<file path="src/design/bridge_pkg.sv">
// Constants and carrier types for the serial-to-printer bridge.
// Assumes one 20 MHz clock; all timing is counted in its cycles.
package bridge_pkg;
   localparam int CLK_HZ = 20_000_000;
   localparam int CLK_PERIOD_NS = 50;
   localparam int BAUD_RATE = 2400;
   localparam int BIT_CYC_DEF = CLK_HZ / BAUD_RATE;
   localparam int WD_CYC_DEF = 2 * BIT_CYC_DEF;
   localparam int CNT_W = 16;
   localparam int BYTE_W = 8;
   localparam int FRAME_BITS = 8;
   localparam int FIFO_DEPTH = 16;
   localparam int FLOW_MARGIN = 4;
   localparam int SETUP_NS = 1000;
   localparam int STROBE_NS = 1000;
   localparam int HOLD_NS = 1000;
   localparam int SETUP_CYC = (SETUP_NS + CLK_PERIOD_NS - 1) / CLK_PERIOD_NS;
   localparam int STROBE_CYC = (STROBE_NS + CLK_PERIOD_NS - 1) / CLK_PERIOD_NS;
   localparam int HOLD_CYC = (HOLD_NS + CLK_PERIOD_NS - 1) / CLK_PERIOD_NS;
   localparam logic [BYTE_W-1:0] CR_CODE = 8'h0d;
   localparam logic [BYTE_W-1:0] LF_CODE = 8'h0a;
   localparam logic [BYTE_W-1:0] IDLE_DATA = 8'hff;

   typedef enum logic [1:0] {
      RX_IDLE = 2'h0,
      RX_START = 2'h1,
      RX_DATA = 2'h3,
      RX_STOP = 2'h2
   } rx_state_t;

   typedef enum logic [1:0] {
      PRN_IDLE = 2'h0,
      PRN_SETUP = 2'h1,
      PRN_STROBE = 2'h3,
      PRN_HOLD = 2'h2
   } prn_state_t;

   typedef struct packed {
      logic valid;
      logic [BYTE_W-1:0] data;
   } byte_beat_t;
endpackage : bridge_pkg

</file>
<file path="src/design/serial_to_printer_bridge.sv">
// Serial receiver, line buffer and printer port driver.
// Assumes serialIn and printerBusy are already synchronous to clk.
// Summary of operation
// (RL1) Serial characters arrive at 2400 baud, no parity, eight data bits, one stop bit.
// (RL2) Received text is held until a carriage return (13) has been received or the buffer is full.
// (RL3) The host sends a line feed (10) after each line so the printer advances a row.
// (RL4) The block drives the printer strobe itself and watches printer busy.
// (RL5) The printer side is eight data outputs, a strobe output and a busy input.
// (RL6) A flow-control output offers hardware handshaking to a PC host.
// (RL7) All timing, bit sampling included, is derived from the single clock.
// (RL8) A watchdog returns stalled control logic to idle.
// (RL9) Every received character goes to the data outputs unchanged as one byte; characters arriving at a full buffer are dropped.
// (RL10) A flow-controlled host ties its clear-to-send and data-set-ready to the flow output.
// (RL11) While idle the data outputs and the strobe stay high.
// (RL12) Each byte waits for busy low and stays stable around the low strobe pulse.
// (RL13) Flow control drops whenever further characters cannot be accepted.
`timescale 1ns/1ps

////////////////////////////////////////////////////////////////////////////////
module byte_fifo #(
   parameter int WIDTH = 8,
   parameter int DEPTH = 16
) (
   input wire logic clk,
   input wire logic rst_n,
   input wire logic inValid,
   output logic inReady,
   input wire logic [WIDTH-1:0] inData,
   output logic outValid,
   input wire logic outReady,
   output logic [WIDTH-1:0] outData,
   output logic [$clog2(DEPTH):0] level
);
   localparam int AW = $clog2(DEPTH);
   logic [WIDTH-1:0] mem [DEPTH];
   logic [AW:0] wrPtr_ff;
   logic [AW:0] rdPtr_ff;
   logic doWrite;
   logic doRead;

   assign level = wrPtr_ff - rdPtr_ff;
   assign inReady = level != (AW+1)'(DEPTH);
   assign outValid = level != '0;
   assign outData = mem[rdPtr_ff[AW-1:0]];
   assign doWrite = inValid && inReady;
   assign doRead = outValid && outReady;

   always_ff @(posedge clk) begin
      if (doWrite) begin
         mem[wrPtr_ff[AW-1:0]] <= inData;
      end
   end

   always_ff @(posedge clk or negedge rst_n) begin
      if (!rst_n) begin
         wrPtr_ff <= '0;
         rdPtr_ff <= '0;
      end else begin
         if (doWrite) begin
            wrPtr_ff <= wrPtr_ff + 1'b1;
         end
         if (doRead) begin
            rdPtr_ff <= rdPtr_ff + 1'b1;
         end
      end
   end
endmodule : byte_fifo

////////////////////////////////////////////////////////////////////////////////
module serial_to_printer_bridge
   import bridge_pkg::*;
#(
   parameter int BIT_CYC = BIT_CYC_DEF,
   parameter int WD_CYC = WD_CYC_DEF,
   parameter int DEPTH = FIFO_DEPTH
) (
   input wire logic clk,
   input wire logic rst_n,
   input wire logic serialIn,
   output logic flowReady,
   output logic [BYTE_W-1:0] printerData,
   output logic printerStrobeN,
   input wire logic printerBusy
);
   localparam int LW = $clog2(DEPTH) + 1;

   function automatic logic atLast(input logic [CNT_W-1:0] cnt, input int lim);
      atLast = cnt == CNT_W'(lim - 1);
   endfunction : atLast

   rx_state_t rxState_ff;
   prn_state_t prnState_ff;
   logic [CNT_W-1:0] rxCnt_ff;
   logic [2:0] rxIdx_ff;
   logic [BYTE_W-1:0] rxShift_ff;
   byte_beat_t rxBeat;
   logic [CNT_W-1:0] prnCnt_ff;
   logic [BYTE_W-1:0] printerData_ff;
   logic printerStrobeN_ff;
   logic [CNT_W-1:0] wdCnt_ff;
   logic wdBite;
   logic [LW-1:0] crCount_ff;
   logic fifoInReady;
   logic fifoOutValid;
   logic fifoOutReady;
   logic [BYTE_W-1:0] fifoOutData;
   logic [LW-1:0] fifoLevel;
   logic releaseLine;
   logic rxBitEnd;

   ////////////////////////////////////////////////////////////////////////////
   // Serial receiver
   assign rxBitEnd = (rxState_ff == RX_START) ? atLast(rxCnt_ff, BIT_CYC / 2)
                                              : atLast(rxCnt_ff, BIT_CYC);

   always_ff @(posedge clk or negedge rst_n) begin
      if (!rst_n) begin
         rxState_ff <= RX_IDLE;
         rxCnt_ff <= '0;
         rxIdx_ff <= '0;
         rxShift_ff <= '0;
      end else if (wdBite) begin
         rxState_ff <= RX_IDLE; // [RL8]
         rxCnt_ff <= '0;
      end else begin
         rxCnt_ff <= (rxState_ff == RX_IDLE || rxBitEnd) ? '0 : rxCnt_ff + 1'b1; // [RL7]
         unique case (rxState_ff)
            RX_IDLE: begin
               if (!serialIn) begin
                  rxState_ff <= RX_START;
               end
            end
            RX_START: begin
               if (rxBitEnd) begin
                  rxState_ff <= serialIn ? RX_IDLE : RX_DATA;
                  rxIdx_ff <= '0;
               end
            end
            RX_DATA: begin
               if (rxBitEnd) begin
                  rxShift_ff <= {serialIn, rxShift_ff[BYTE_W-1:1]}; // [RL1]
                  rxIdx_ff <= rxIdx_ff + 1'b1;
                  if (rxIdx_ff == 3'(FRAME_BITS - 1)) begin
                     rxState_ff <= RX_STOP;
                  end
               end
            end
            RX_STOP: begin
               if (rxBitEnd) begin
                  rxState_ff <= RX_IDLE;
               end
            end
         endcase
      end
   end

   // Frame accepted only with a high stop bit
   assign rxBeat.valid = !wdBite && rxState_ff == RX_STOP && rxBitEnd && serialIn; // [RL1]
   assign rxBeat.data = rxShift_ff; // [RL9]

   ////////////////////////////////////////////////////////////////////////////
   // Line buffer
   byte_fifo #(.WIDTH(BYTE_W), .DEPTH(DEPTH)) u_fifo (
      .clk(clk), .rst_n(rst_n), .inValid(rxBeat.valid), .inReady(fifoInReady),
      .inData(rxBeat.data), .outValid(fifoOutValid), .outReady(fifoOutReady),
      .outData(fifoOutData), .level(fifoLevel)
   );

   // Count of carriage returns held; a full buffer also releases
   always_ff @(posedge clk or negedge rst_n) begin
      if (!rst_n) begin
         crCount_ff <= '0;
      end else begin
         crCount_ff <= crCount_ff
            + LW'(rxBeat.valid && fifoInReady && rxBeat.data == CR_CODE)
            - LW'(fifoOutValid && fifoOutReady && fifoOutData == CR_CODE); // [RL2]
      end
   end

   assign releaseLine = crCount_ff != '0 || !fifoInReady; // [RL2]
   assign fifoOutReady = prnState_ff == PRN_IDLE && releaseLine && !printerBusy && !wdBite;
   assign flowReady = fifoLevel < LW'(DEPTH - FLOW_MARGIN); // [RL6] [RL13]

   ////////////////////////////////////////////////////////////////////////////
   // Printer port
   always_ff @(posedge clk or negedge rst_n) begin
      if (!rst_n) begin
         prnState_ff <= PRN_IDLE;
         prnCnt_ff <= '0;
         printerData_ff <= IDLE_DATA;
         printerStrobeN_ff <= 1'b1;
      end else if (wdBite) begin
         prnState_ff <= PRN_IDLE; // [RL8]
         prnCnt_ff <= '0;
         printerData_ff <= IDLE_DATA;
         printerStrobeN_ff <= 1'b1;
      end else begin
         prnCnt_ff <= prnCnt_ff + 1'b1;
         unique case (prnState_ff)
            PRN_IDLE: begin
               prnCnt_ff <= '0;
               if (fifoOutValid && fifoOutReady) begin
                  prnState_ff <= PRN_SETUP; // [RL12]
                  printerData_ff <= fifoOutData; // [RL9]
               end
            end
            PRN_SETUP: begin
               if (atLast(prnCnt_ff, SETUP_CYC)) begin
                  prnState_ff <= PRN_STROBE;
                  prnCnt_ff <= '0;
                  printerStrobeN_ff <= 1'b0; // [RL4]
               end
            end
            PRN_STROBE: begin
               if (atLast(prnCnt_ff, STROBE_CYC)) begin
                  prnState_ff <= PRN_HOLD;
                  prnCnt_ff <= '0;
                  printerStrobeN_ff <= 1'b1;
               end
            end
            PRN_HOLD: begin
               if (atLast(prnCnt_ff, HOLD_CYC)) begin
                  prnState_ff <= PRN_IDLE;
                  printerData_ff <= IDLE_DATA; // [RL11]
               end
            end
         endcase
      end
   end

   assign printerData = printerData_ff; // [RL5]
   assign printerStrobeN = printerStrobeN_ff;

   ////////////////////////////////////////////////////////////////////////////
   // Watchdog
   always_ff @(posedge clk or negedge rst_n) begin
      if (!rst_n) begin
         wdCnt_ff <= '0;
      end else if (wdBite || rxBitEnd || (rxState_ff == RX_IDLE && prnState_ff == PRN_IDLE)) begin
         wdCnt_ff <= '0;
      end else begin
         wdCnt_ff <= wdCnt_ff + 1'b1; // [RL8]
      end
   end

   assign wdBite = atLast(wdCnt_ff, WD_CYC);

   ////////////////////////////////////////////////////////////////////////////
   // Checks
   property p_busy_wait;
      @(posedge clk) disable iff (!rst_n)
      $rose(prnState_ff == PRN_SETUP) |-> $past(!printerBusy);
   endproperty
   a_busy_wait: assert property (p_busy_wait) else $error("byte started while busy"); // [RL12]
   property p_data_stable;
      @(posedge clk) disable iff (!rst_n)
      !printerStrobeN |-> $stable(printerData) && $past(printerData) == printerData_ff;
   endproperty
   a_data_stable: assert property (p_data_stable) else $error("data moved in strobe"); // [RL12]
   property p_idle_high;
      @(posedge clk) disable iff (!rst_n)
      prnState_ff == PRN_IDLE |-> printerData == IDLE_DATA && printerStrobeN;
   endproperty
   a_idle_high: assert property (p_idle_high) else $error("idle lines not high"); // [RL11]
   property p_strobe_width;
      @(posedge clk) disable iff (!rst_n || wdBite)
      $fell(printerStrobeN) |-> !printerStrobeN [*8];
   endproperty
   a_strobe_width: assert property (p_strobe_width) else $error("strobe too short"); // [RL4]
   property p_hold_line;
      @(posedge clk) disable iff (!rst_n)
      $rose(prnState_ff == PRN_SETUP) |-> $past(crCount_ff != '0 || !fifoInReady);
   endproperty
   a_hold_line: assert property (p_hold_line) else $error("printed before return"); // [RL2]
   property p_flow;
      @(posedge clk) disable iff (!rst_n)
      !fifoInReady |-> !flowReady;
   endproperty
   a_flow: assert property (p_flow) else $error("flow high while full"); // [RL13]
   property p_watchdog;
      @(posedge clk) disable iff (!rst_n)
      wdBite |=> rxState_ff == RX_IDLE && prnState_ff == PRN_IDLE && wdCnt_ff == '0;
   endproperty
   a_watchdog: assert property (p_watchdog) else $error("watchdog did not recover"); // [RL8]
   property p_byte_pass;
      @(posedge clk) disable iff (!rst_n || wdBite)
      fifoOutValid && fifoOutReady |=> printerData == $past(fifoOutData);
   endproperty
   a_byte_pass: assert property (p_byte_pass) else $error("byte altered"); // [RL9]
   property p_frame;
      @(posedge clk) disable iff (!rst_n)
      rxBeat.valid |-> rxState_ff == RX_STOP && rxCnt_ff == CNT_W'(BIT_CYC - 1);
   endproperty
   a_frame: assert property (p_frame) else $error("byte outside stop bit"); // [RL1] [RL7]
endmodule : serial_to_printer_bridge

</file>
<file path="config.mk">
export PLATFORM = sky130hd
export DESIGN_NAME = serial_to_printer_bridge
export DESIGN_NICKNAME = d
export VERILOG_FILES = /design/src/design/bridge_pkg.sv /design/src/design/serial_to_printer_bridge.sv
export SDC_FILE = /design/constraint.sdc
export NUM_CORES = 1
export LEC_CHECK = 0
export BUFFER_PORTS_ARGS = -buffer_cell sky130_fd_sc_hd__buf_2
export CORE_ASPECT_RATIO = 1.25
export CORE_MARGIN = 4
export CORE_UTILIZATION = 31
export DETAILED_ROUTE_END_ITERATION = 12
export PLACE_DENSITY = 0.53
export SLEW_MARGIN = 5
export SYNTH_ARGS = -nofsm -noshare
export SYNTH_HDL_FRONTEND = slang
export SYNTH_SLANG_ARGS = --single-unit
</file>
<file path="constraint.sdc">
create_clock -name clk -period 8.5 [get_ports clk]
set_input_delay 1.275 -clock clk [delete_from_list [all_inputs] [get_ports clk]]
set_output_delay 1.275 -clock clk [all_outputs]
set_load 0.01 [all_outputs]
</file>
### Yosys cells after proc, flatten, opt, wreduce, memory -nomap -nowiden

Memory sizes are Yosys's and may differ from the RTL's.
Cells that the tools add are included.

* output and inout bits: 10
* memories kept: 1
* RAM bits: 128
* register bits after elaboration: 87
* logic and storage cells: 115
* bits of input ports: 4

* magnitude comparators: 1
* equal/unequal tests: 25
* reductions and logical operators: 32
* bitwise gates (word level): 1
* muxes and demuxes: 34
* $add $sub $neg: 9

Memory list
* u_fifo.mem: words 16, width 8, read ports 1, clocked after Yosys merged registers in 0, write ports 1, line serial_to_printer_bridge.sv:35 `logic [WIDTH-1:0] mem [DEPTH];`

Operators by type and width (number)
* 16-bit 2-to-1 mux: 5
* 16-bit by 1-bit adder with 16-bit output (second input constant): 3
* 16-bit case mux with 2 select lines: 1
* 2-bit 2-to-1 mux: 12
* 8-bit 2-to-1 mux: 3
* 3-bit inequality test (second input constant): 8
* 16-bit by 13-bit equality test with 1-bit output (second input constant): 1
* 16-bit by 14-bit equality test with 1-bit output (second input constant): 1
* 16-bit by 15-bit equality test with 1-bit output (second input constant): 1
* 16-bit by 5-bit equality test with 1-bit output (second input constant): 1
* 8-bit by 4-bit equality test with 1-bit output (second input constant): 2
* 2-bit case mux with 4 select lines: 2
* 8-bit case mux with 2 select lines: 1
* 1-bit logical AND: 11
* 5-bit by 1-bit adder with 5-bit output (second input constant): 2
* 5-bit nonzero test: 2
* 3-bit AND reduction: 3
* 2-bit equality test (second input constant): 4
* 4-bit AND reduction: 2
* 1-bit 2-to-1 mux: 6
* 3-bit 2-to-1 mux: 2
* 3-bit case mux with 2 select lines: 1
* 3-bit nonzero test: 2
* 5-bit by 1-bit adder with 5-bit output: 1
* other kinds (17): 25

### Depth between registers and ports, before layout

Gate-level depths: netlist of run 1.

* depth in word-level cells: 11
* depth in mapped cells: 20
* gate-level depth less buffers: 17

### Modules after synthesis

Synthesis of run 1 repeated with hierarchy kept, for this count alone.

* cells, all modules: 658
* area total of the unflattened synthesis: 9835.7 um2

Modules (own cells, without submodules)
* byte_fifo: times used 1, area an instance 5780.5 um2, sequential area each 4093.9 um2, cells an instance 266
* serial_to_printer_bridge: times used 1, area an instance 4055.1 um2, sequential area each 1938.1 um2, cells an instance 392

### Worst setup path after synthesis of run 1

Ideal clock, no wire load.

* kind: register to register
* from: register u_fifo.rdPtr_ff[1]
* to: register crCount_ff[4]
* cell stages (with the launch flop): 21
* library setup time: 0.123 ns
* period minus slack after synthesis: 4.379 ns
* required time: 8.377 ns
* path slack: 4.121 ns
* arrival: 4.256 ns
* path buffers: 3
* cells stage by stage: dfrtp_1 clkbuf_1 clkbuf_1 clkbuf_1 inv_1 ha_1 nand3b_1 a21boi_0 o21ai_0 a21boi_0 nor2_1 nand2_1 a2111oi_0 ha_1 inv_1 ha_1 fa_1 a21oi_1 nor2_1 nor2_1 xnor2_1

* longest elaborated chain between the ends: 10
* elaborated cells between the ends (all ways): 16
* classes of those cells: add/sub: 3; eq/ne: 2; reduce/logical: 10; memory: 1

Ends and longest elaborated chain
* start, declared: line serial_to_printer_bridge.sv:37 `logic [AW:0] rdPtr_ff;`
* start signal, assigned: line serial_to_printer_bridge.sv:63 `rdPtr_ff <= rdPtr_ff + 1'b1;`
* branches (longest 9 deep; another with 5-bit subtractor)
* 5-bit by 1-bit subtractor with 5-bit output (*): line serial_to_printer_bridge.sv:176 `- LW'(fifoOutValid && fifoOutReady && fifoOutData == CR_CODE);`
* end signal, assigned: line serial_to_printer_bridge.sv:174 `crCount_ff <= crCount_ff`
* end, declared: line serial_to_printer_bridge.sv:102 `logic [LW-1:0] crCount_ff;`

Every way passes the cells marked *.
A chain may end at the register's enable or synchronous reset.

### Worst setup path in the final report of run 1

Same ends and word-level chain as after synthesis.

==> results of run 1 <==
[logic make-up (layout without fill, tap and decap cells)]
family / count (synthesis) / count (layout)
AND/OR/NAND/NOR: 236 / 236
flip-flops: 215 / 215
XOR/XNOR: 58 / 58
AO/OA/AOI/OAI: 44 / 44
multiplexers: 44 / 44
buffers and inverters: 39 / 82
adder cells (fa/ha/maj): 22 / 22
[routing by layer]
metal / track usage, % / part of all wire (%) / up-vias
met5: 0 / 0 / -
met2: 20.2 / 51 / 80
met3: 1.30 / 3.0 / 32
met4: 3.54 / 2.4 / 0
met1: 15.5 / 44 / 2638
li1: - / - / 2485
[worst max-delay path, delay by kind of cell (launching register included)]
kind	cells	cell delay, ps
fa+ha+maj	4	1180
flops	1	320
simple gates	5	660
compound gates	5	1340
xor+xnor	1	120
buf+inv	3	730
[cell type report]
type,count,area share [%]
Tap cell,396,4.62
Clock buffer,33,6.38
Inverter,19,0.664
Timing Repair Buffer,23,1.33
Clock inverter,7,1.05
Multi-Input combinational cell,404,29.8
Sequential cell,215,56.2
[path summary, 6_finish.rpt]
| check | end | slack, ps | depth (start not counted) |
|---|---|---|---|
| worst max-delay path | crCount_ff[4]$_DFF_PN0_ | 4060 | 18 |
| worst min-delay path | u_fifo.rdPtr_ff[4]$_DFFE_PN0P_ | 490 | 1 |
| worst max register to register | crCount_ff[4]$_DFF_PN0_ | 4060 | 18 |
| worst min register to register | u_fifo.rdPtr_ff[4]$_DFFE_PN0P_ | 490 | 1 |
| max in group asynchronous | rxShift_ff[0]$_DFFE_PN0P_ | 6670 | 2 |
| min in group asynchronous | prnCnt_ff[7]$_DFF_PN0_ | 720 | 1 |
[placed cells by master, fill, tap and decap left out, types with 2 or more instances in the layout]
| cell type | instances |
|---|---|
| o21ai_0 | 13 |
| clkbuf_16 | 24 |
| bufinv_16 | 3 |
| mux4_2 | 36 |
| a21boi_0 | 2 |
| clkinv_2 | 3 |
| buf_2 | 12 |
| xnor2_1 | 26 |
| clkbuf_8 | 5 |
| nor4bb_1 | 3 |
| dfrtp_1 | 78 |
| or4b_4 | 2 |
| a22oi_1 | 2 |
| nor2_1 | 81 |
| mux2_2 | 7 |
| nand2b_1 | 4 |
| inv_1 | 18 |
| or4_1 | 3 |
| dfstp_2 | 9 |
| nor3_1 | 11 |
| nand3b_1 | 2 |
| nor4b_1 | 2 |
| nand3_1 | 32 |
| ha_1 | 21 |
| and3_1 | 12 |
| a21oi_1 | 7 |
| nor4_1 | 9 |
| nand4_1 | 8 |
| buf_4 | 11 |
| o22a_1 | 6 |
| clkbuf_1 | 4 |
| nor3b_1 | 2 |
| xor2_1 | 31 |
| nand2_1 | 52 |
| edfxtp_1 | 128 |
[power breakdown]
group	switching, uW	internal [uW]	total [uW]
Combinational	270	215	485
Clock	389	648	1040
Sequential	95.5	1200	1290
[metrics by stage]
stage               cells  setup WS (ps)  area, um^2  hold slack (ps)
CTS                  1097           3990       10700              494
finish               1097           4060       10700              488
global route         1097           3550       10700              507
floorplan             658           4120        9380              454
global placement     1057           4140        9940              471
detailed placement   1057           4000        9940              480
[flip-flops by register name, indices dropped and copies added, names as in the netlist]
name	count
rxState_ff	2
crCount_ff	5
wdCnt_ff	16
rxCnt_ff	16
rxShift_ff	8
u_fifo.wrPtr_ff	5
rxIdx_ff	3
prnState_ff	2
u_fifo.rdPtr_ff	5
printerData	8
printerStrobeN	1
u_fifo.mem	128
prnCnt_ff	16
==> results.sh, run 1 <==
export IMPL_leakagePower_uw=0.00425
export IMPL_final_hold_viol_count=0
export IMPL_core_area_um2=29500
export IMPL_min_delay_start="u_fifo.rdPtr_ff[4]$_DFFE_PN0P_"
export IMPL_critPathLaunchType="register"
export IMPL_seqCellArea_um2=6030
export IMPL_yosysWarnings=0
export IMPL_drt_drc_violations_left=0
export IMPL_max_cap_viol_count=0
export IMPL_synth_xor_xnor_area_share_pct=5.50
export IMPL_gp_congestion=0.780
export IMPL_cts_hold_buf=0
export IMPL_h_tree_depth=1
export IMPL_min_period_ps=4440
export IMPL_viasPerCell=4.77
export IMPL_initial_core_util_pct=31.8
export IMPL_synth_simple_gate_area_share_pct=12.5
export IMPL_grt_overflow=0
export IMPL_drt_iter0_drc=294
export IMPL_synth_nets=684
export IMPL_multi_input_area_um2=3200
export IMPL_skew_ps=12.2
export IMPL_cts_tree="done"
export IMPL_dr_pass1_iters=4
export IMPL_finalSetupTns_ps=0
export IMPL_finalSetupViolCount=0
export IMPL_synthFlopType="edfxtp_1"
export IMPL_cts_root_buf="clkbuf_16"
export IMPL_clk_pin_slew_ps=60
export IMPL_netlist_area_um2=9380
export IMPL_crit_chain="buf_4 -> inv_1 -> ha_1 -> nand3b_1 -> a21boi_0 -> o21ai_0 -> a21boi_0 -> nor2_1 -> nand2_1 -> a2111oi_0 -> ha_1 -> inv_1 -> ha_1 -> fa_1 -> a21oi_1 -> nor2_1 -> nor2_1 -> xnor2_1"
export IMPL_synth_top_cell_area_share_pct=41.0
export IMPL_worstSetupStartpoint="u_fifo.rdPtr_ff[1]$_DFFE_PN0P_"
export IMPL_grt_usage_pct=11.7
export IMPL_cp_end_kind="register"
export IMPL_synth_top_family_by_area="simple AND/OR/NAND/NOR gates"
export IMPL_critPathArrivalTime_ps=4860
export IMPL_clock_latency_ps=500
export IMPL_antennaDiodeCount=0
export IMPL_synth_edf_count=128
export IMPL_crit_path_top_delay_cell="buf_4"
export IMPL_r2r_start="u_fifo.rdPtr_ff[1]$_DFFE_PN0P_"
export IMPL_period_share_pct=52.2
export IMPL_drive_above_1_share_pct=17.5
export IMPL_post_cts_setup_buffers=0
export IMPL_ys_seq_elements=215
export IMPL_area_delta_synth_final_pct=14.4
export IMPL_antenna_found_initial=0
export IMPL_place_hpwl_um=12300
export IMPL_synth_mux_area_share_pct=9.59
export IMPL_synthTopCellsByArea="edfxtp_1, dfrtp_1, mux4_2"
export IMPL_rsz0062_at_grt="no"
export IMPL_wl_per_cell_um=17.4
export IMPL_cpPeakStageDelay_ps=450
export IMPL_holdCritPathClass="register to register"
export IMPL_p_total_uw=2810
export IMPL_yosys_area_share_adder_pct=3.01
export IMPL_clk_path_buf_depth=3
export IMPL_maxSlewViolCount=0
export IMPL_peakVddDrop_v=0.000117
export IMPL_clock_sinks=215
export IMPL_critPathMaxFanout=33
export IMPL_cts_resized=0
export IMPL_grt_max_degree=57
export IMPL_fp_dieW_um=164
export IMPL_synth_largest_area_cell="edfxtp_1"
export IMPL_critPathKind="register to register"
export IMPL_synth_most_common_cell="edfxtp_1"
export IMPL_slew_headroom_pct=23.9
export IMPL_die_area_um2=33100
export IMPL_fin_util_pct=36.4
export IMPL_worst_pin_slew_ps=1130
export IMPL_synth_compound_area_share_pct=3.43
export IMPL_synthArstFlopShare_pct=40.5
export IMPL_synth_common_cells="edfxtp_1, nor2_1, dfrtp_1"
export IMPL_synth_area_per_cell_um2=14.3
export IMPL_power_density_nw_per_um2=262
export IMPL_fillers=2778
export IMPL_port_buffer_count=13
export IMPL_max_freq_mhz=225
export IMPL_yosysSeqAreaShare_pct=64.3
export IMPL_worst_ep_required_time_ps=8920
export IMPL_drtAntennaViolNets=0
export IMPL_synth_cell_types=64
export IMPL_finalNetCount=711
export IMPL_numCtsBuffers=22
export IMPL_grt_pass1_vias=5449
export IMPL_ios=14
export IMPL_status="finished clean"
export IMPL_grt_pass1_wl_um=30900
export IMPL_wirelength_um=19100
export IMPL_vias=5235
export IMPL_rows=70
export IMPL_dieHeight_um=202
export IMPL_syn_inst=658
(Power assumes the default switching activity.)
==> inputs of run 2 (changes only) <==
clock period = 4.5 ns   (was 8.5 ns; I/O delays follow)
==> run 2 against run 1 <==
Clock skew is 1.0 ps higher; worst hold slack worse by 240 ps; non-clock buffer count is 14 higher; maximum frequency is 10% higher; largest cell class unchanged; sequential power is 90% higher; register-to-register slack worse by 3600 ps; via count is 1.1% higher; sequential share of layout area is 0.085 points lower; clock power is 70% higher; setup slack worse by 3600 ps; flip-flop and latch count stayed put; count of clock-buffer cells in the layout is 4 lower.
==> results.sh, run 2 (same netlist as run 1, synthesis figures left out) <==
export IMPL_critPathLaunchType="register"
export IMPL_cts_resized=0
export IMPL_slew_headroom_pct=20.8
export IMPL_area_delta_synth_final_pct=14.6
export IMPL_max_freq_mhz=248
export IMPL_cp_end_kind="register"
export IMPL_drt_drc_violations_left=0
export IMPL_worstReg2RegEnd="crCount_ff[4]$_DFF_PN0_"
export IMPL_pwr_share_clk_pct=34.3
export IMPL_critPathKind="register to register"
export IMPL_initial_core_util_pct=31.8
export IMPL_switching_share_pct=27.9
export IMPL_r2r_slack_ps=470
export IMPL_crit_chain="ha_1 -> a21oi_1 -> a21boi_0 -> o2111a_1 -> a21boi_0 -> nor2_1 -> nand2_1 -> a2111oi_0 -> ha_1 -> inv_1 -> ha_1 -> fa_1 -> a21oi_1 -> nor2_1 -> nor2_1 -> xnor2_1"
export IMPL_final_hold_viol_count=0
export IMPL_largest_reg_flops=128
export IMPL_grt_max_degree=61
export IMPL_period_share_pct=89.6
export IMPL_clock_sinks=215
export IMPL_viasPerCell=4.77
export IMPL_die_area_um2=33100
export IMPL_cts_root_buf="clkbuf_16"
export IMPL_intPower_uw=3720
export IMPL_rsz0062_at_grt="no"
export IMPL_core_area_um2=29500
export IMPL_h_tree_depth=1
export IMPL_gp_congestion=0.808
export IMPL_fp_dieW_um=164
export IMPL_drtAntennaViolNets=0
export IMPL_wl_per_cell_um=17.1
export IMPL_drt_iter0_drc=213
export IMPL_critPathMaxFanout=11
export IMPL_max_cap_viol_count=0
export IMPL_crit_path_top_delay_cell="dfrtp_1"
export IMPL_clk_pin_slew_ps=60
export IMPL_r2r_cells=16
export IMPL_pwr_share_comb_pct=18.2
export IMPL_fin_util_pct=36.4
export IMPL_cpPeakStageDelay_ps=540
export IMPL_peakVddDrop_v=0.000249
export IMPL_final_cell_mix="edfxtp_1, nor2_1, dfrtp_1"
export IMPL_holdCritPathClass="primary input to asynchronous set/reset pin"
export IMPL_finalSetupTns_ps=0
export IMPL_grt_pass1_vias=5497
export IMPL_drive_above_1_share_pct=18.3
export IMPL_cp_num_buf_inv=1
export IMPL_leakagePower_uw=0.00427
export IMPL_finalInstanceArea_um2=10800
export IMPL_ios=14
export IMPL_worst_pin_slew_ps=1180
export IMPL_vias=5290
export IMPL_finalSetupViolCount=0
export IMPL_r2r_start="u_fifo.wrPtr_ff[2]$_DFFE_PN0P_"
export IMPL_skew_ps=13.2
export IMPL_clock_latency_ps=510
export IMPL_grt_pass1_wl_um=30700
export IMPL_dr_pass1_iters=4
export IMPL_crit_family="compound AO/OA/AOI/OAI gates"
export IMPL_port_buffer_count=13
export IMPL_grt_usage_pct=11.7
export IMPL_p_sw_uw=1440
export IMPL_rows=70
export IMPL_worst_ep_required_time_ps=4930
export IMPL_numCtsBuffers=22
export IMPL_place_hpwl_um=12700
export IMPL_dpl_cell_area_um2=10100
export IMPL_grt_overflow=0
export IMPL_min_period_ps=4030
export IMPL_seq_power_share_pct=47.4
export IMPL_antennaDiodeCount=0
export IMPL_clk_path_buf_depth=3
export IMPL_wirelength_um=19000
export IMPL_final_common_cell="edfxtp_1"
export IMPL_status="finished clean"
export IMPL_power_density_nw_per_um2=480
export IMPL_critPathArrivalTime_ps=4460
export IMPL_post_cts_setup_buffers=0
export IMPL_cts_hold_buf=0
export IMPL_maxSlewViolCount=0
export IMPL_cts_tree="done"
export IMPL_antenna_found_initial=0
export IMPL_finalNetCount=725
export IMPL_dieHeight_um=202
-- run 2: metrics by stage --
stage          hold slack [ps]  cells  setup WS [ps]  total power [uW]
5_1_grt                    302   1110            125              5440
3_5_place_dp               482   1071            494              3460
2_1_floorplan              379    658            121              3140
6_report                   245   1110            468              5160
4_1_cts                    277   1110            428              5260
3_3_place_gp               470   1071            531              3440
-- run 2: area by class of cell --
class / instances / area [um^2]
Inverter: 19 / 71.3
Clock inverter: 10 / 110
Sequential cell: 215 / 6030
Fill cell: 2791 / 18800
Clock buffer: 29 / 587
Tap cell: 396 / 495
Multi-Input combinational cell: 404 / 3210
Timing Repair Buffer: 37 / 248
-- run 2: worst max-delay path by stage --
| stage | endpoint | slack (ps) | startpoint | depth (start not counted) |
|---|---|---|---|---|
| after floorplan | crCount_ff[4]$_DFF_PN0_ | 120 | u_fifo.rdPtr_ff[1]$_DFFE_PN0P_ | 20 |
| after global placement | crCount_ff[4]$_DFF_PN0_ | 530 | rxState_ff[1]$_DFFE_PN0P_ | 14 |
| final | crCount_ff[4]$_DFF_PN0_ | 470 | u_fifo.wrPtr_ff[2]$_DFFE_PN0P_ | 16 |
| after CTS | crCount_ff[4]$_DFF_PN0_ | 430 | u_fifo.wrPtr_ff[2]$_DFFE_PN0P_ | 16 |
| after global routing | crCount_ff[4]$_DFF_PN0_ | 130 | u_fifo.wrPtr_ff[2]$_DFFE_PN0P_ | 16 |
| after detailed placement | crCount_ff[4]$_DFF_PN0_ | 490 | u_fifo.wrPtr_ff[2]$_DFFE_PN0P_ | 16 |
-- run 2: layer usage --
| layer | up-vias | global-route usage [%] | routed length [um] |
|---|---|---|---|
| met1 | 2680 | 15.4 | 8420 |
| met5 | - | 0 | 0 |
| met2 | 72 | 20.0 | 9450 |
| met4 | 0 | 3.66 | 422 |
| met3 | 26 | 1.50 | 688 |
| li1 | 2512 | - | - |
-- run 2: power by group through the flow --
stage	clock network, uW	registers [uW]	logic (uW)
after floorplan	0	2450	695
after global placement	0	2490	958
after detailed placement	0	2490	970
after CTS	1830	2450	974
after global routing	1910	2470	1050
final	1770	2450	942
